File: config.mk
export PLATFORM = sky130hd
export DESIGN_NAME = lpc_watchdog_timer
export DESIGN_NICKNAME = d
export VERILOG_FILES = /design/src/wdt_pkg.sv /design/src/wdt_tick_gen.sv /design/src/lpc_watchdog_timer.sv
export SDC_FILE = /design/constraint.sdc
export NUM_CORES = 1
export LEC_CHECK = 0
export BUFFER_PORTS_ARGS = -buffer_cell sky130_fd_sc_hd__buf_2
export CAP_MARGIN = 5
export CORE_UTILIZATION = 50
export CTS_BUF_LIST = sky130_fd_sc_hd__clkbuf_2
export CTS_CLUSTER_DIAMETER = 30
export DETAILED_ROUTE_END_ITERATION = 8
export PLACE_DENSITY = 0.66
export SYNTH_ARGS = -nofsm -noshare
export SYNTH_HDL_FRONTEND = slang
export SYNTH_SLANG_ARGS = --single-unit
File: constraint.sdc
create_clock -name CLOCK_I -period 3.8 [get_ports CLOCK_I]
set_input_delay 0 -clock CLOCK_I [delete_from_list [all_inputs] [get_ports CLOCK_I]]
set_output_delay 0 -clock CLOCK_I [all_outputs]
set_load 0.01 [all_outputs]
File: src/wdt_pkg.sv
// Shared constants and types for the bus-attached watchdog
package wdt_pkg;
   localparam int CLK_HZ = 20000000;
   localparam int TICK_HZ = 32768;
   localparam int COUNT_W = 24;

   // I/O addresses watched or served on the bus
   localparam logic [15:0] KEY_PORT = 16'h0302;
   localparam logic [15:0] DATA_PORT = 16'h0303;
   localparam logic [15:0] POSTCODE_PORT = 16'h0080;
   localparam int BASE_ALIGN_W = 3;

   localparam logic [7:0] KEY_ENTER_A = 8'h46;
   localparam logic [7:0] KEY_ENTER_B = 8'h57;
   localparam logic [7:0] KEY_EXIT_A = 8'h57;
   localparam logic [7:0] KEY_EXIT_B = 8'h46;
   localparam logic [7:0] KEY_NONE = 8'h00;

   // Configuration indices
   localparam logic [7:0] IDX_DEV_SEL = 8'h07;
   localparam logic [7:0] IDX_ACT = 8'h30;
   localparam logic [7:0] IDX_CNT0 = 8'h38;
   localparam logic [7:0] IDX_CNT1 = 8'h39;
   localparam logic [7:0] IDX_CNT2 = 8'h3a;
   localparam logic [7:0] IDX_INIT0 = 8'h3b;
   localparam logic [7:0] IDX_INIT1 = 8'h3c;
   localparam logic [7:0] IDX_INIT2 = 8'h3d;
   localparam logic [7:0] IDX_STAT = 8'h3e;
   localparam logic [7:0] IDX_CTRL = 8'h3f;
   localparam logic [7:0] IDX_BASE_HI = 8'h60;
   localparam logic [7:0] IDX_BASE_LO = 8'h61;
   localparam logic [7:0] IDX_IRQ = 8'h70;
   localparam logic [7:0] IDX_KICK = 8'hf1;
   localparam logic [7:0] IDX_W1_LO = 8'hf2;
   localparam logic [7:0] IDX_W1_HI = 8'hf3;
   localparam logic [7:0] IDX_W2_LO = 8'hf4;
   localparam logic [7:0] IDX_W2_HI = 8'hf5;
   localparam logic [7:0] IDX_MASK = 8'hf6;
   localparam logic [7:0] WDT_DEV_NUM = 8'h01;

   // Reset values
   localparam logic [7:0] DEV_SEL_RST = 8'h01;
   localparam logic [7:0] ACT_RST = 8'h01;
   localparam logic [23:0] INIT_RST = 24'h004000;
   localparam logic [7:0] CTRL_RST = 8'h03;
   localparam logic [7:0] MASK_RST = 8'hff;
   localparam logic [7:0] ZERO_RST = 8'h00;

   // Field positions
   localparam int ACT_BIT = 0;
   localparam int CTRL_RUN_BIT = 0;
   localparam int CTRL_RESET_BIT = 1;
   localparam int CTRL_NMI_BIT = 2;
   localparam int STAT_EXP_BIT = 0;
   localparam int KICK_P80_BIT = 4;
   localparam int KICK_W2WR_BIT = 3;
   localparam int KICK_W2RD_BIT = 2;
   localparam int KICK_W1WR_BIT = 1;
   localparam int KICK_W1RD_BIT = 0;
   localparam logic [7:0] KICK_USED = 8'h1f;

   localparam logic [3:0] IRQ_OFF = 4'h0;
   localparam logic [3:0] IRQ_SMI = 4'h2;
   localparam logic [3:0] IRQ_DIS8 = 4'h8;
   localparam logic [3:0] IRQ_DIS_FROM = 4'hd;

   // Bus framing
   localparam logic [3:0] LAD_START = 4'h0;
   localparam logic [3:0] LAD_SYNC_OK = 4'h0;
   localparam logic [3:0] LAD_IDLE = 4'hf;
   localparam logic [1:0] CYC_IO = 2'h0;
   localparam int CYC_DIR_BIT = 1;
   localparam logic [1:0] ADDR_LAST = 2'h3;
   localparam logic [1:0] DATA_LAST = 2'h1;

   typedef enum logic [3:0] {
      ST_IDLE, ST_CYC, ST_ADDR, ST_WDAT, ST_TAR1, ST_TAR2, ST_SYNC, ST_RD0, ST_RD1, ST_TARD
   } lpc_state_e;

   typedef struct packed {
      logic wr;
      logic [15:0] addr;
      logic [7:0] data;
   } lpc_cyc_s;
endpackage

File: src/wdt_tick_gen.sv
// Fractional divider producing the 32.768 kHz count strobe
`timescale 1ns/1ps
`default_nettype none
module wdt_tick_gen #(
   parameter int CLK_HZ = 20000000,
   parameter int TICK_HZ = 32768
) (
   input wire logic clk_i,
   input wire logic rst_i,
   input wire logic ce_i,
   output logic tick_o
);
   localparam int ACC_W = $clog2(CLK_HZ) + 1;
   localparam logic [ACC_W-1:0] STEP = ACC_W'(TICK_HZ);
   localparam logic [ACC_W-1:0] WRAP = ACC_W'(CLK_HZ - TICK_HZ);

   logic [ACC_W-1:0] acc_q;
   wire wrap = acc_q >= WRAP;

   // Phase accumulator keeps the average rate exact, jitter is one clock
   always_ff @(posedge clk_i) begin
      if (rst_i) begin
         acc_q <= '0;
         tick_o <= 1'b0;
      end else if (ce_i) begin
         tick_o <= wrap;
         acc_q <= wrap ? acc_q - WRAP : acc_q + STEP;
      end
   end
endmodule
`default_nettype wire

File: src/lpc_watchdog_timer.sv
// Watchdog timer served as an I/O target on the low-pin-count bus
// Notes on behaviour
// - Acts as I/O target on the bus
// - 24-bit count decrements each 32.768 kHz tick
// - Zero count raises interrupt, NMI or reset
// - Timeout equals reload count times tick period
// - Any count byte write reloads from initial
// - Postcode port writes reload when enabled
// - Two address windows reload when enabled
// - Key/index port 302h, data port 303h
// - Keys 46h then 57h enter configuration
// - Keys 57h then 46h leave configuration
// - Index port reads and data port silent outside configuration, key writes still answered
// - Index 7h selects device, resets 01h
// - Index 30h bit 0 enables device
// - Base address at 60h/61h, eight-byte aligned
// - Watchdog registers at 38h-3fh and base+0..7
// - Initial value resets 004000h, control 03h
// - Reload source register F1h resets 00h
// - Window bases at F2h-F5h, low first
// - Window masks at F6h, reset FFh
// - F1h bits select postcode and window kicks
// - Index 70h low nibble picks interrupt line
`timescale 1ns/1ps
`default_nettype none
module lpc_watchdog_timer #(
   parameter int CLK_HZ = wdt_pkg::CLK_HZ,
   parameter int TICK_HZ = wdt_pkg::TICK_HZ
) (
   input wire logic CLOCK_I,
   input wire logic RST_I,
   input wire logic CE_I,
   input wire logic LFRAME_N_I,
   input wire logic [3:0] LAD_I,
   output logic [3:0] LAD_O,
   output logic LAD_OE_O,
   output logic BOARD_RESET_O,
   output logic NMI_O,
   output logic IRQ_O,
   output logic [3:0] IRQ_LINE_O,
   output logic SMI_O
);
   localparam int CW = wdt_pkg::COUNT_W;
   localparam int AW = wdt_pkg::BASE_ALIGN_W;

   function automatic logic win_hit(input logic [15:0] addr, input logic [15:0] base,
                                    input logic [3:0] ignore);
      win_hit = ((addr ^ base) & ~{12'h000, ignore}) == 16'h0000;
   endfunction

   function automatic logic irq_usable(input logic [3:0] sel);
      irq_usable = (sel != wdt_pkg::IRQ_OFF) && (sel != wdt_pkg::IRQ_SMI) &&
                   (sel != wdt_pkg::IRQ_DIS8) && (sel < wdt_pkg::IRQ_DIS_FROM);
   endfunction

   wdt_pkg::lpc_state_e state_q, state_d;
   wdt_pkg::lpc_cyc_s cyc_q;
   logic [1:0] nib_q;
   logic cfg_q;
   logic [7:0] key_prev_q, index_q, dev_sel_q, act_q, stat_q, ctrl_q;
   logic [7:0] irq_sel_q, kick_q, mask_q, rdata_q, rd_mux;
   logic [15:0] base_q, w1_q, w2_q;
   logic [CW-1:0] init_q, count_q, count_d;
   logic [7:0] stat_d;
   logic [3:0] lad_d;
   logic lad_oe_d, tick;

   wdt_tick_gen #(
      .CLK_HZ(CLK_HZ),
      .TICK_HZ(TICK_HZ)
   ) u_tick (
      .clk_i(CLOCK_I),
      .rst_i(RST_I),
      .ce_i(CE_I),
      .tick_o(tick)
   );

   // Address and data are complete in the first turnaround clock
   wire at_tar1 = CE_I && (state_q == wdt_pkg::ST_TAR1);
   wire hit_key = cyc_q.addr == wdt_pkg::KEY_PORT;
   wire hit_data = cyc_q.addr == wdt_pkg::DATA_PORT;
   wire hit_base = act_q[wdt_pkg::ACT_BIT] && (cyc_q.addr[15:AW] == base_q[15:AW]);
   wire via_data = hit_data && cfg_q;
   wire claim = (hit_key && (cyc_q.wr || cfg_q)) || via_data || hit_base;
   wire ld_sel = dev_sel_q == wdt_pkg::WDT_DEV_NUM;
   wire [7:0] io_idx = wdt_pkg::IDX_CNT0 + {5'h00, cyc_q.addr[AW-1:0]};
   wire [7:0] sel_idx = via_data ? index_q : io_idx;
   wire wdt_ok = !via_data || ld_sel;
   wire wr_reg = at_tar1 && cyc_q.wr && (via_data || hit_base);
   wire wr_glob = wr_reg && via_data;
   wire wr_wdt = wr_reg && wdt_ok;
   wire wr_key = at_tar1 && cyc_q.wr && hit_key;
   wire [7:0] wd = cyc_q.data;

   wire key_enter = !cfg_q && key_prev_q == wdt_pkg::KEY_ENTER_A && wd == wdt_pkg::KEY_ENTER_B;
   wire key_exit = cfg_q && key_prev_q == wdt_pkg::KEY_EXIT_A && wd == wdt_pkg::KEY_EXIT_B;

   // Kick sources snoop every I/O cycle, claimed or not
   wire p80_kick = kick_q[wdt_pkg::KICK_P80_BIT] && cyc_q.wr &&
                   cyc_q.addr == wdt_pkg::POSTCODE_PORT;
   wire w1_hit = win_hit(cyc_q.addr, w1_q, mask_q[7:4]);
   wire w2_hit = win_hit(cyc_q.addr, w2_q, mask_q[3:0]);
   wire w1_kick = w1_hit && (cyc_q.wr ? kick_q[wdt_pkg::KICK_W1WR_BIT] :
                                        kick_q[wdt_pkg::KICK_W1RD_BIT]);
   wire w2_kick = w2_hit && (cyc_q.wr ? kick_q[wdt_pkg::KICK_W2WR_BIT] :
                                        kick_q[wdt_pkg::KICK_W2RD_BIT]);
   wire cnt_wr = wr_wdt && (sel_idx == wdt_pkg::IDX_CNT0 || sel_idx == wdt_pkg::IDX_CNT1 ||
                            sel_idx == wdt_pkg::IDX_CNT2);
   wire reload = (at_tar1 && (p80_kick || w1_kick || w2_kick)) || cnt_wr;

   wire active = act_q[wdt_pkg::ACT_BIT] && ctrl_q[wdt_pkg::CTRL_RUN_BIT];
   wire dec = CE_I && tick && active && (count_q != '0);
   wire expire = dec && !reload && (count_q == CW'(1));
   wire stat_clr = wr_wdt && sel_idx == wdt_pkg::IDX_STAT;

   // Reload beats the tick; zero is held rather than wrapped
   assign count_d = reload ? init_q : (dec ? count_q - CW'(1) : count_q);
   // A new expiry wins over a same-cycle write-one-to-clear
   assign stat_d = (stat_q & ~(stat_clr ? wd : 8'h00)) |
                   {7'h00, expire};

   always_comb begin
      unique case (sel_idx)
         wdt_pkg::IDX_ACT: rd_mux = act_q;
         wdt_pkg::IDX_CNT0: rd_mux = count_q[7:0];
         wdt_pkg::IDX_CNT1: rd_mux = count_q[15:8];
         wdt_pkg::IDX_CNT2: rd_mux = count_q[23:16];
         wdt_pkg::IDX_INIT0: rd_mux = init_q[7:0];
         wdt_pkg::IDX_INIT1: rd_mux = init_q[15:8];
         wdt_pkg::IDX_INIT2: rd_mux = init_q[23:16];
         wdt_pkg::IDX_STAT: rd_mux = stat_q;
         wdt_pkg::IDX_CTRL: rd_mux = ctrl_q;
         wdt_pkg::IDX_BASE_HI: rd_mux = base_q[15:8];
         wdt_pkg::IDX_BASE_LO: rd_mux = base_q[7:0];
         wdt_pkg::IDX_IRQ: rd_mux = irq_sel_q;
         wdt_pkg::IDX_KICK: rd_mux = kick_q;
         wdt_pkg::IDX_W1_LO: rd_mux = w1_q[7:0];
         wdt_pkg::IDX_W1_HI: rd_mux = w1_q[15:8];
         wdt_pkg::IDX_W2_LO: rd_mux = w2_q[7:0];
         wdt_pkg::IDX_W2_HI: rd_mux = w2_q[15:8];
         wdt_pkg::IDX_MASK: rd_mux = mask_q;
         default: rd_mux = 8'h00;
      endcase
   end

   wire [7:0] rd_val = hit_key ? index_q :
                       (via_data && sel_idx == wdt_pkg::IDX_DEV_SEL) ? dev_sel_q :
                       wdt_ok ? rd_mux : 8'h00;

   // Cycle framing; a low frame strobe restarts or aborts at any point
   always_comb begin
      state_d = state_q;
      if (!LFRAME_N_I) begin
         state_d = (LAD_I == wdt_pkg::LAD_START) ? wdt_pkg::ST_CYC : wdt_pkg::ST_IDLE;
      end else begin
         unique case (state_q)
            wdt_pkg::ST_IDLE: state_d = wdt_pkg::ST_IDLE;
            wdt_pkg::ST_CYC: state_d = (LAD_I[3:2] == wdt_pkg::CYC_IO) ? wdt_pkg::ST_ADDR : wdt_pkg::ST_IDLE;
            wdt_pkg::ST_ADDR: begin
               if (nib_q == wdt_pkg::ADDR_LAST) begin
                  state_d = cyc_q.wr ? wdt_pkg::ST_WDAT : wdt_pkg::ST_TAR1;
               end
            end
            wdt_pkg::ST_WDAT: begin
               if (nib_q == wdt_pkg::DATA_LAST) begin
                  state_d = wdt_pkg::ST_TAR1;
               end
            end
            wdt_pkg::ST_TAR1: state_d = claim ? wdt_pkg::ST_TAR2 : wdt_pkg::ST_IDLE;
            wdt_pkg::ST_TAR2: state_d = wdt_pkg::ST_SYNC;
            wdt_pkg::ST_SYNC: state_d = cyc_q.wr ? wdt_pkg::ST_TARD : wdt_pkg::ST_RD0;
            wdt_pkg::ST_RD0: state_d = wdt_pkg::ST_RD1;
            wdt_pkg::ST_RD1: state_d = wdt_pkg::ST_TARD;
            wdt_pkg::ST_TARD: state_d = wdt_pkg::ST_IDLE;
            default: state_d = wdt_pkg::ST_IDLE;
         endcase
      end
   end

   // Pin drive is registered from the next state to avoid glitches on the bus
   always_comb begin
      lad_oe_d = 1'b1;
      unique case (state_d)
         wdt_pkg::ST_SYNC: lad_d = wdt_pkg::LAD_SYNC_OK;
         wdt_pkg::ST_RD0: lad_d = rdata_q[3:0];
         wdt_pkg::ST_RD1: lad_d = rdata_q[7:4];
         wdt_pkg::ST_TARD: lad_d = wdt_pkg::LAD_IDLE;
         default: begin
            lad_d = wdt_pkg::LAD_IDLE;
            lad_oe_d = 1'b0;
         end
      endcase
   end

   always_ff @(posedge CLOCK_I) begin
      if (RST_I) begin
         state_q <= wdt_pkg::ST_IDLE;
         nib_q <= 2'h0;
         cyc_q <= '0;
         LAD_O <= wdt_pkg::LAD_IDLE;
         LAD_OE_O <= 1'b0;
         rdata_q <= 8'h00;
      end else if (CE_I) begin
         state_q <= state_d;
         LAD_O <= lad_d;
         LAD_OE_O <= lad_oe_d;
         nib_q <= (state_q == wdt_pkg::ST_ADDR || state_q == wdt_pkg::ST_WDAT) &&
                  state_q == state_d ? nib_q + 2'h1 : 2'h0;
         if (state_q == wdt_pkg::ST_CYC) begin
            cyc_q.wr <= LAD_I[wdt_pkg::CYC_DIR_BIT];
         end
         if (state_q == wdt_pkg::ST_ADDR) begin
            cyc_q.addr <= {cyc_q.addr[11:0], LAD_I};
         end
         if (state_q == wdt_pkg::ST_WDAT) begin
            cyc_q.data <= {LAD_I, cyc_q.data[7:4]};
         end
         if (at_tar1 && !cyc_q.wr) begin
            rdata_q <= rd_val;
         end
      end
   end

   // Configuration key sequencer and index port
   always_ff @(posedge CLOCK_I) begin
      if (RST_I) begin
         cfg_q <= 1'b0;
         key_prev_q <= wdt_pkg::KEY_NONE;
         index_q <= wdt_pkg::ZERO_RST;
      end else if (CE_I && wr_key) begin
         cfg_q <= key_enter ? 1'b1 : (key_exit ? 1'b0 : cfg_q);
         key_prev_q <= (key_enter || key_exit) ? wdt_pkg::KEY_NONE : wd;
         if (cfg_q) begin
            index_q <= wd;
         end
      end
   end

   // Register file; count bytes are not stored, a write reloads instead
   always_ff @(posedge CLOCK_I) begin
      if (RST_I) begin
         dev_sel_q <= wdt_pkg::DEV_SEL_RST;
         act_q <= wdt_pkg::ACT_RST;
         init_q <= wdt_pkg::INIT_RST;
         ctrl_q <= wdt_pkg::CTRL_RST;
         base_q <= '0;
         irq_sel_q <= wdt_pkg::ZERO_RST;
         kick_q <= wdt_pkg::ZERO_RST;
         w1_q <= '0;
         w2_q <= '0;
         mask_q <= wdt_pkg::MASK_RST;
      end else if (CE_I) begin
         if (wr_glob && sel_idx == wdt_pkg::IDX_DEV_SEL) begin
            dev_sel_q <= wd;
         end
         if (wr_wdt) begin
            unique case (sel_idx)
               wdt_pkg::IDX_ACT: act_q <= {7'h00, wd[wdt_pkg::ACT_BIT]};
               wdt_pkg::IDX_INIT0: init_q[7:0] <= wd;
               wdt_pkg::IDX_INIT1: init_q[15:8] <= wd;
               wdt_pkg::IDX_INIT2: init_q[23:16] <= wd;
               wdt_pkg::IDX_CTRL: ctrl_q <= wd;
               wdt_pkg::IDX_BASE_HI: base_q[15:8] <= via_data ? wd : base_q[15:8];
               wdt_pkg::IDX_BASE_LO: base_q[7:0] <= via_data ? {wd[7:AW], 3'h0} : base_q[7:0];
               wdt_pkg::IDX_IRQ: irq_sel_q <= via_data ? {4'h0, wd[3:0]} : irq_sel_q;
               wdt_pkg::IDX_KICK: kick_q <= via_data ? (wd & wdt_pkg::KICK_USED) : kick_q;
               wdt_pkg::IDX_W1_LO: w1_q[7:0] <= via_data ? wd : w1_q[7:0];
               wdt_pkg::IDX_W1_HI: w1_q[15:8] <= via_data ? wd : w1_q[15:8];
               wdt_pkg::IDX_W2_LO: w2_q[7:0] <= via_data ? wd : w2_q[7:0];
               wdt_pkg::IDX_W2_HI: w2_q[15:8] <= via_data ? wd : w2_q[15:8];
               wdt_pkg::IDX_MASK: mask_q <= via_data ? wd : mask_q;
               default: ;
            endcase
         end
      end
   end

   // Count, expiry flag and the selected consequences
   always_ff @(posedge CLOCK_I) begin
      if (RST_I) begin
         count_q <= wdt_pkg::INIT_RST;
         stat_q <= wdt_pkg::ZERO_RST;
         BOARD_RESET_O <= 1'b0;
         NMI_O <= 1'b0;
         IRQ_O <= 1'b0;
         SMI_O <= 1'b0;
         IRQ_LINE_O <= wdt_pkg::IRQ_OFF;
      end else if (CE_I) begin
         count_q <= count_d;
         stat_q <= stat_d;
         BOARD_RESET_O <= expire && ctrl_q[wdt_pkg::CTRL_RESET_BIT];
         NMI_O <= stat_q[wdt_pkg::STAT_EXP_BIT] && ctrl_q[wdt_pkg::CTRL_NMI_BIT];
         IRQ_O <= stat_q[wdt_pkg::STAT_EXP_BIT] && irq_usable(irq_sel_q[3:0]);
         SMI_O <= stat_q[wdt_pkg::STAT_EXP_BIT] && irq_sel_q[3:0] == wdt_pkg::IRQ_SMI;
         IRQ_LINE_O <= irq_sel_q[3:0];
      end
   end

   property p_count_dec;
      @(posedge CLOCK_I) disable iff (RST_I)
      (dec && !reload && count_q > 24'h000001) |=> count_q == $past(count_q) - 24'h000001;
   endproperty
   a_count_dec: assert property (p_count_dec) else $error("count did not step down");

   property p_expire;
      @(posedge CLOCK_I) disable iff (RST_I)
      expire && ctrl_q[wdt_pkg::CTRL_RESET_BIT] |=> stat_q[0] && BOARD_RESET_O && count_q == 24'h000000;
   endproperty
   a_expire: assert property (p_expire) else $error("expiry not signalled");

   property p_hold_zero;
      @(posedge CLOCK_I) disable iff (RST_I)
      (count_q == 24'h000000 && !reload) |=> count_q == 24'h000000;
   endproperty
   a_hold_zero: assert property (p_hold_zero) else $error("count left zero without reload");

   property p_reload;
      @(posedge CLOCK_I) disable iff (RST_I)
      CE_I && reload |=> count_q == $past(init_q);
   endproperty
   a_reload: assert property (p_reload) else $error("reload did not load initial value");

   property p_enter;
      @(posedge CLOCK_I) disable iff (RST_I)
      wr_key && !cfg_q && key_prev_q == 8'h46 && wd == 8'h57 |=> cfg_q;
   endproperty
   a_enter: assert property (p_enter) else $error("key pair did not enter configuration");

   property p_exit;
      @(posedge CLOCK_I) disable iff (RST_I)
      wr_key && cfg_q && key_prev_q == 8'h57 && wd == 8'h46 |=> !cfg_q;
   endproperty
   a_exit: assert property (p_exit) else $error("key pair did not leave configuration");

   property p_silent;
      @(posedge CLOCK_I) disable iff (RST_I)
      at_tar1 && LFRAME_N_I && !cfg_q && !hit_base && (hit_data || (hit_key && !cyc_q.wr))
         |=> state_q == wdt_pkg::ST_IDLE ##1 !LAD_OE_O;
   endproperty
   a_silent: assert property (p_silent) else $error("port answered outside configuration");

   property p_sync;
      @(posedge CLOCK_I) disable iff (RST_I)
      state_q == wdt_pkg::ST_SYNC |-> LAD_OE_O && LAD_O == 4'h0;
   endproperty
   a_sync: assert property (p_sync) else $error("sync nibble not driven");

   property p_align;
      @(posedge CLOCK_I) disable iff (RST_I)
      base_q[2:0] == 3'h0;
   endproperty
   a_align: assert property (p_align) else $error("base address not aligned");
endmodule
`default_nettype wire

* Yosys cells after proc, flatten, opt, wreduce, memory -nomap -nowiden
Cells that the tools add are included.
** Word-level totals
- Bits in writable memories :: 0
- Output and inout bits :: 13
- Bits in read-only memories :: 0
- Memories kept :: 0
- Bits of input ports :: 8
- Register bits after elaboration :: 231
- Word-level logic and storage cells :: 209
- Bits in latches :: 0
** Operators by class
- Div/mod/pow operators :: 0
- Reductions and logical operators :: 85
- Equal/unequal tests :: 47
- Bitwise gates (word level) :: 9
- Order comparisons :: 2
- $mul :: 0
- Shifts and indexed selects :: 0
- Multiplexer cells :: 26
- Add/sub/neg operators :: 5
** Operators by type and width (count)
- 8-bit one-hot mux with 18 select lines :: 1
- 8-bit by 6-bit equality test with 1-bit output, second input constant :: 9
- 8-bit by 7-bit equality test with 1-bit output, second input constant :: 7
- 8-bit equality test, second input constant :: 6
- 24-bit 2-to-1 mux :: 2
- 8-bit 2-to-1 mux :: 6
- 1-bit logical AND :: 38
- 4-bit AND reduction :: 9
- 16-bit bitwise AND :: 2
- 16-bit by 10-bit equality test with 1-bit output, second input constant :: 2
- 16-bit logical NOT :: 2
- 4-bit NOT with 16-bit output :: 2
- 4-bit one-hot mux with 8 select lines :: 1
- 16-bit XOR :: 2
- 26-bit by 16-bit adder with 26-bit output, second input constant :: 1
- 26-bit by 25-bit >= comparator with 1-bit output, second input constant :: 1
- 26-bit 2-to-1 mux :: 1
- 26-bit by 25-bit subtractor with 26-bit output, second input constant :: 1
- 24-bit by 1-bit equality test with 1-bit output, second input constant :: 1
- 4-bit by 3-bit equality test with 1-bit output, second input constant :: 6
- 24-bit nonzero test :: 1
- 24-bit by 1-bit subtractor with 24-bit output, second input constant :: 1
- 16-bit by 8-bit equality test with 1-bit output, second input constant :: 1
- 4-bit 2-to-1 mux :: 4
- 30 further kinds :: 67

* Logic depth before layout (Yosys ltp)
Gate-level depths: netlist of run 1.
- Depth after elaboration :: 12
- Depth in mapped cells :: 12
- Mapped depth without buffers :: 10

* Hierarchy
From an unflattened synthesis of run 1, not the netlist that was laid out.
** Second synthesis, totals
- Cell total of the unflattened synthesis :: 1447
- Area total of the unflattened synthesis :: 12181.7 µm²
** By module, submodules not included
- lpc_watchdog_timer :: area an instance 10909.2 µm², sequential area each 4083.9 µm², times used 1, cells an instance 1287
- wdt_tick_gen :: area an instance 1272.5 µm², sequential area each 380.4 µm², times used 1, cells an instance 160

* Worst setup path after synthesis of run 1
OpenSTA, ideal clock, no wires.
- Path kind :: reg2reg
- Start :: register cyc_q[14] (netlist bit)
- End :: register rdata_q[5]
- Data required time :: 3684 ps
- Arrival time :: 2592 ps
- Path buffers :: 1
- Clock period less this slack :: 2708 ps
- Library setup time :: 116 ps
- Cell stages (with the launch flop) :: 10
- Slack :: 1092 ps
- Cells stage by stage :: dfxtp_1 -> buf_2 -> nor4_4 -> nand3_2 -> o21ai_4 -> nor4_1 -> or3_1 -> a2111oi_4 -> nor2_2 -> a31o_2
** On the way
- Cells in the longest elaborated chain, start to end :: 8
- Elaborated cells on any way between the ends :: 30
- Classes of those cells :: eq/ne: 21; mux: 5; reduce/logical: 4
** RTL lines
- from (decl) :: RTL line lpc_watchdog_timer.sv:57 : wdt_pkg::lpc_cyc_s cyc_q;
- 16-bit by 10-bit equality test with 1-bit output :: RTL line lpc_watchdog_timer.sv:81 : wire hit_data = cyc_q.addr == wdt_pkg::DATA_PORT;
- 1-bit logical AND :: RTL line lpc_watchdog_timer.sv:83 : wire via_data = hit_data && cfg_q;
- 8-bit 2-to-1 mux :: RTL line lpc_watchdog_timer.sv:87 : wire [7:0] sel_idx = via_data ? index_q : io_idx;
- 8-bit equality test (tied with other cells) :: RTL line lpc_watchdog_timer.sv:123 : unique case (sel_idx)
- 8-bit one-hot mux with 18 select lines :: RTL line lpc_watchdog_timer.sv:123
- 8-bit 2-to-1 mux :: RTL line lpc_watchdog_timer.sv:148 : wdt_ok ? rd_mux : 8'h00;
- 8-bit 2-to-1 mux :: RTL line lpc_watchdog_timer.sv:147 : (via_data && sel_idx == wdt_pkg::IDX_DEV_SEL) ? dev_sel_q :
- 8-bit 2-to-1 mux (*) :: RTL line lpc_watchdog_timer.sv:146 : wire [7:0] rd_val = hit_key ? index_q :
- to (signal assigned) :: RTL line lpc_watchdog_timer.sv:219 : rdata_q <= rd_val;
- to (decl) :: RTL line lpc_watchdog_timer.sv:61 : logic [7:0] irq_sel_q, kick_q, mask_q, rdata_q, rd_mux;
Mark *: on every way between the ends. The rest lies on a longest branch, timed or not.
A chain may end at the register's enable or synchronous reset.

* Worst setup path in the final report of run 1
- Start :: register cyc_q[21] (netlist bit)
- End :: register rdata_q[3]
The elaborated chain is that of the path after synthesis.

==> results.ini, run 1 <==
[status]
status=finished, final reports clean

[global_route]
grt_usage=0.324
grt_first_pass_wirelength_um=60400
overflow=0
antenna_found_initial=1
grt_max_degree=132
grt_pass1_vias=10387

[drt]
drt_iter0_drc=1312
remaining_drc_errors=0
routedWlPerCell_um=21.5
postRouteAntennaNets=0
drtPass1Iterations=7
num_vias=11196
via_per_inst=6.16
wirelength_um=39000

[clock_tree]
cts-resized-gates=0
cts_setup_buffers=0
cts_root_buf=clkbuf_2
cts_max_path_buffers=3
cts-hold-fix-buffers=14
cts_sinks=223
cts_tree=built
htreeDepth=2
worstSkewPairLatency_ps=860
cts_made_buffers=61
clk_pin_slew_ps=100

[floorplan]
start_util=0.516
fp-row-count=55
dieArea_um2=24300
io_pins=21
dieWidth_um=156
die_h_um=156
core-area_um2=22900

[power]
total_leakage_power_nw=4.82
power_frac_comb=0.025
p_per_area_nw_per_um2=322
intPower_w=0.00309
ir_worst_vdd_mv=0.191
swShare=0.256
pwr-share-clk=0.409
power.switching_w=0.00106
p_seq_frac=0.566

[sta]
final-max-slew-violation-count=0
setup_viol=0
holdWs_ps=125
finClkSkew_ps=43.0
slew_headroom=0.391
fmax_mhz=293
tns_ps=0
fin_crit_sh=0.897
finalHoldViolations=0
grt_setup_unrepaired=no
min_period_ps=3410
worst_pin_slew_ps=905

[critical_path]
slowest_stage=or4b_1
startpoint_type=flop
reg2reg_from=cyc_q[21]$_SDFFE_PP0P_
arrival_ps=4190
critPathBufInv=0
critPathRequiredTime_ps=4580
path_class=flop to flop
r2r_slack_ps=390
cp-end-kind=flop
cp_cell_sequence=or4b_1 -> nor2_1 -> a32o_1 -> nor3b_1 -> a22oi_1 -> and3_1 -> nand3_1 -> a31o_2
crit_fanout=7
cp-startpoint=cyc_q[21]$_SDFFE_PP0P_
critical-path-top-delay-family=simple AND/OR/NAND/NOR gates
max_stage_delay_ps=720

[synthesis]
syn_inst=1444
ys_seq_area_frac=0.377
synth_seq_cells=223
syn_nets=1460
ys_types=88
ys_async_sr_fraction=0
synth-warning-count=0
syn-cell-area_um2=11800
synth_edf_count=0
synth-main-ff-cell=dfxtp_1
post_synth.cell_area_avg_um2=8.19

[hold_path]
hp-start=CE_I
hp-class=input port to flop

[place]
numPortBuffers=20
routabilityCongestion=1.02
dpl.hpwl_um=27400

[finish]
areaGrowthSynthToFinish_pct=8.78
drive_gt1_frac=0.121
nets=1485

[flow_run]
max_cap_viol_count=0

[metrics by stage]
stage | area, um2 | setup slack, ps | power [W] | std cells | utilization
detailed placement | 12200 | 501 | 0.00250 | 1705 | 0.532
CTS | 12900 | 485 | 0.00420 | 1818 | 0.562
floorplan | 11800 | 1090 | 0.00247 | 1444 | -
finish | 12900 | 391 | 0.00415 | 1819 | 0.562
global placement | 12200 | 514 | 0.00249 | 1705 | 0.532
global route | 12900 | 248 | 0.00434 | 1819 | 0.562
[power by group through the flow]
stage	combinational, W	sequential (W)	clock [W]
4_1_cts	0.000104	0.00235	0.00175
3_3_place_gp	0.0000926	0.00240	0
5_1_grt	0.000115	0.00235	0.00188
6_report	0.000105	0.00235	0.00170
2_1_floorplan	0.0000667	0.00240	0
3_5_place_dp	0.0000940	0.00240	0
[metal layers]
metal  track usage  share of wire  wire [um]
met5             0              0          0
met1         0.436           0.44      17100
met2         0.506           0.45      17500
met4         0.148          0.041       1600
met3        0.0558          0.073       2850
[tightest hold or removal path: stages]
cell and delay, ps:
dlygate4sd3_1 530, buf_2 240, nand3_1 110, a21oi_1 60
[Yosys cell counts, types with 7 or more instances]
cell type / number / area [um2]
a211o_1: 14 / 123
a222oi_1: 11 / 110
nand3_1: 54 / 270
a221oi_1: 10 / 87.6
nor4_1: 32 / 200
dfxtp_1: 223 / 4460
ha_1: 8 / 100
and2_1: 7 / 43.8
nand2b_1: 24 / 150
mux2i_1: 93 / 931
nor2b_1: 20 / 125
a211oi_1: 9 / 67.6
nand2_1: 205 / 769
or3_1: 7 / 43.8
buf_2: 24 / 120
nor2_1: 149 / 559
xor2_1: 35 / 307
clkbuf_1: 75 / 282
nor4b_1: 8 / 70.1
nand4_1: 24 / 150
o21ai_0: 19 / 95.1
a22o_1: 13 / 114
a21oi_1: 110 / 551
a22oi_1: 15 / 113
o211ai_1: 7 / 52.6
nor3_1: 37 / 185
inv_1: 25 / 93.8
xnor2_1: 43 / 377
and3_1: 10 / 62.6
[path summary, 6_finish.rpt]
path                                                    to  depth (start not counted)
worst max-delay path               rdata_q[3]$_SDFFE_PP0P_                          8
worst min-delay path                    SMI_O$_SDFFE_PP0P_                          4
worst max register to register     rdata_q[3]$_SDFFE_PP0P_                          8
worst min register to register  key_prev_q[2]$_SDFFE_PP0P_                          2
[registers in the layout, summed over array words and instances (netlist names), 13 cells and up]
| signal | count |
|---|---|
| init_q | 24 |
| w1_q | 16 |
| w2_q | 16 |
| u_tick.acc_q | 18 |
| count_q | 24 |
| base_q | 13 |
| cyc_q | 17 |
[final cells by class]
class / count / area, um2
multi-input cells: 1087 / 6830
fillers: 2235 / 10000
repair buffers: 71 / 549
diodes: 1 / 2.50
flip-flops and latches: 223 / 4460
clock inverters: 18 / 129
inverters: 25 / 93.8
well taps: 313 / 392
clock buffers: 81 / 405
[cells in the final DEF, fill, tap and decap left out, types with 24 or more instances in the layout]
master,n
dfxtp_1,223
nand2_1,205
nor2_1,149
a21oi_1,110
mux2i_1,93
clkbuf_2,81
nand3_1,54
xnor2_1,43
nor3_1,37
xor2_1,35
buf_4,35
nor4_1,31
inv_1,25
nand4_1,24
nand2b_1,24
[kinds of logic after synthesis]
| family | synth area share |
|---|---|
| muxes | 0.0815 |
| buffers and inverters | 0.0467 |
| xor gates and xnor gates | 0.0577 |
| and+or+nand+nor | 0.262 |
| adders and majority gates | 0.00846 |
| DFF | 0.377 |
| AOI/OAI and AO/OA | 0.166 |
Note: power is estimated with default switching activity, not from simulation.
==> inputs of run 2 (changes only) <==
--- a/config.mk
+++ b/config.mk
@@ -12,6 +12,7 @@
 export CTS_CLUSTER_DIAMETER = 30
 export DETAILED_ROUTE_END_ITERATION = 8
 export PLACE_DENSITY = 0.66
+export RECOVER_POWER = 100
 export SYNTH_ARGS = -nofsm -noshare
 export SYNTH_HDL_FRONTEND = slang
 export SYNTH_SLANG_ARGS = --single-unit
==> results.ini, run 2 (synthesis gave the netlist of run 1 again) <==
[critical_path]
critPathBufInv=1
arrival_ps=4180
path_class=flop to flop
startpoint_type=flop
crit_fanout=8
cp-end-kind=flop
max_stage_delay_ps=710
cp_common_cell=nor2_1
critical-path-top-delay-family=simple AND/OR/NAND/NOR gates
critPathRequiredTime_ps=4520
cp_cell_sequence=or4b_1 -> nor2_1 -> a32o_1 -> nor3b_1 -> nor2b_1 -> clkbuf_2 -> mux2i_1 -> nor2_1
slowest_stage=or4b_1

[status]
status=finished, final reports clean

[hold_path]
hp-class=input port to flop

[clock_tree]
cts_setup_buffers=0
htreeDepth=2
cts_root_buf=clkbuf_2
clk_pin_slew_ps=90
worstSkewPairLatency_ps=870
cts_tree=built
cts_made_buffers=61
cts_max_path_buffers=3
cts_sinks=223

[place]
numPortBuffers=20
routabilityCongestion=1.02
post-place-ws_ps=501
dpl.hpwl_um=27400
dpl.cell_count=1705

[sta]
worst_pin_slew_ps=1120
final-max-slew-violation-count=0
holdWs_ps=156
grt_setup_unrepaired=no
setup_viol=0
slew_headroom=0.252
layout_setup_ws_ps=339
finClkSkew_ps=43.1
fmax_mhz=289
tns_ps=0
min_period_ps=3460
finalHoldViolations=0
fin_crit_sh=0.911

[power]
ir_worst_vdd_mv=0.191
total_leakage_power_nw=4.74
p_per_area_nw_per_um2=324

[global_route]
antenna_found_initial=1
grt_first_pass_wirelength_um=60400
grt_usage=0.324
grt_max_degree=132
grt_pass1_vias=10387
overflow=0

[drt]
wirelength_um=39200
drt_iter0_drc=1326
postRouteAntennaNets=0
remaining_drc_errors=0
via_per_inst=6.15
routedWlPerCell_um=21.5
drtPass1Iterations=6
num_vias=11191

[finish]
drive_gt1_frac=0.104
areaGrowthSynthToFinish_pct=8.16
utilization=0.558
layout_commonest_cell=dfxtp_1
top_regs=count_q: 24 flops, init_q: 24 flops, u_tick.acc_q: 18 flops
nets=1485
mostFrequentLayoutCells=dfxtp_1 (223), nand2_1 (205), nor2_1 (151)
layout.cells.non_filler=1819

[floorplan]
start_util=0.516
die_h_um=156
io_pins=21
fp-row-count=55
dieArea_um2=24300
dieWidth_um=156
core-area_um2=22900

[flow_run]
max_cap_viol_count=0

[run 2: changes by cell type in the layout (fill, tap and decap cells not counted), sizes merged]
cell    delta
buf       -23
clkbuf    +23
[run 2: repair_timing]
item	in CTS	in global routing
hold endpoints to repair	171	0
resized for setup	0	0
hold buffers	14	0
[run 2: final cells by class]
class | instances | area, um2
Tap cell | 313 | 392
Inverter | 25 | 93.8
Antenna cell | 1 | 2.50
Timing Repair Buffer | 71 | 500
Sequential cell | 223 | 4460
Clock buffer | 81 | 405
Clock inverter | 18 | 129
Multi-Input combinational cell | 1087 | 6810
Fill cell | 2254 | 10100
[run 2: path summary, 6_finish.rpt]
check | from | to | slack [ps] | cells after the start
max | cyc_q[21]$_SDFFE_PP0P_ | init_q[15]$_SDFFE_PP0P_ | 340 | 8
min | LFRAME_N_I | state_q[2]$_SDFFE_PP0P_ | 160 | 5
max reg2reg | cyc_q[21]$_SDFFE_PP0P_ | init_q[15]$_SDFFE_PP0P_ | 340 | 8
min reg2reg | key_prev_q[2]$_SDFFE_PP0P_ | key_prev_q[2]$_SDFFE_PP0P_ | 460 | 2
[run 2: power by group]
group / internal (W) / switching [W] / total [W]
sequential: 0.00234 / 0.00000721 / 0.00235
combinational: 0.0000324 / 0.0000717 / 0.000104
clock: 0.000714 / 0.000985 / 0.00170
total: 0.00309 / 0.00106 / 0.00415
[run 2: worst min-delay path, cell delays in order]
cell           delay [ps]
dlygate4sd3_1         530
buf_2                 130
nand2_1               120
or3_1                 120
a21oi_1                60
[run 2: per-layer routing]
metal | wire length [um] | up-vias | track usage
li1 | - | 5237 | -
met1 | 17200 | 5308 | 0.436
met2 | 17500 | 545 | 0.506
met3 | 2920 | 101 | 0.0558
met4 | 1520 | 0 | 0.148
met5 | 0 | - | 0
[run 2: stage by stage]
step	area (um2)	total power [W]
floorplan	11800	0.00247
global placement	12200	0.00249
detailed placement	12200	0.00250
CTS	12900	0.00420
global route	12800	0.00434
finish	12800	0.00415
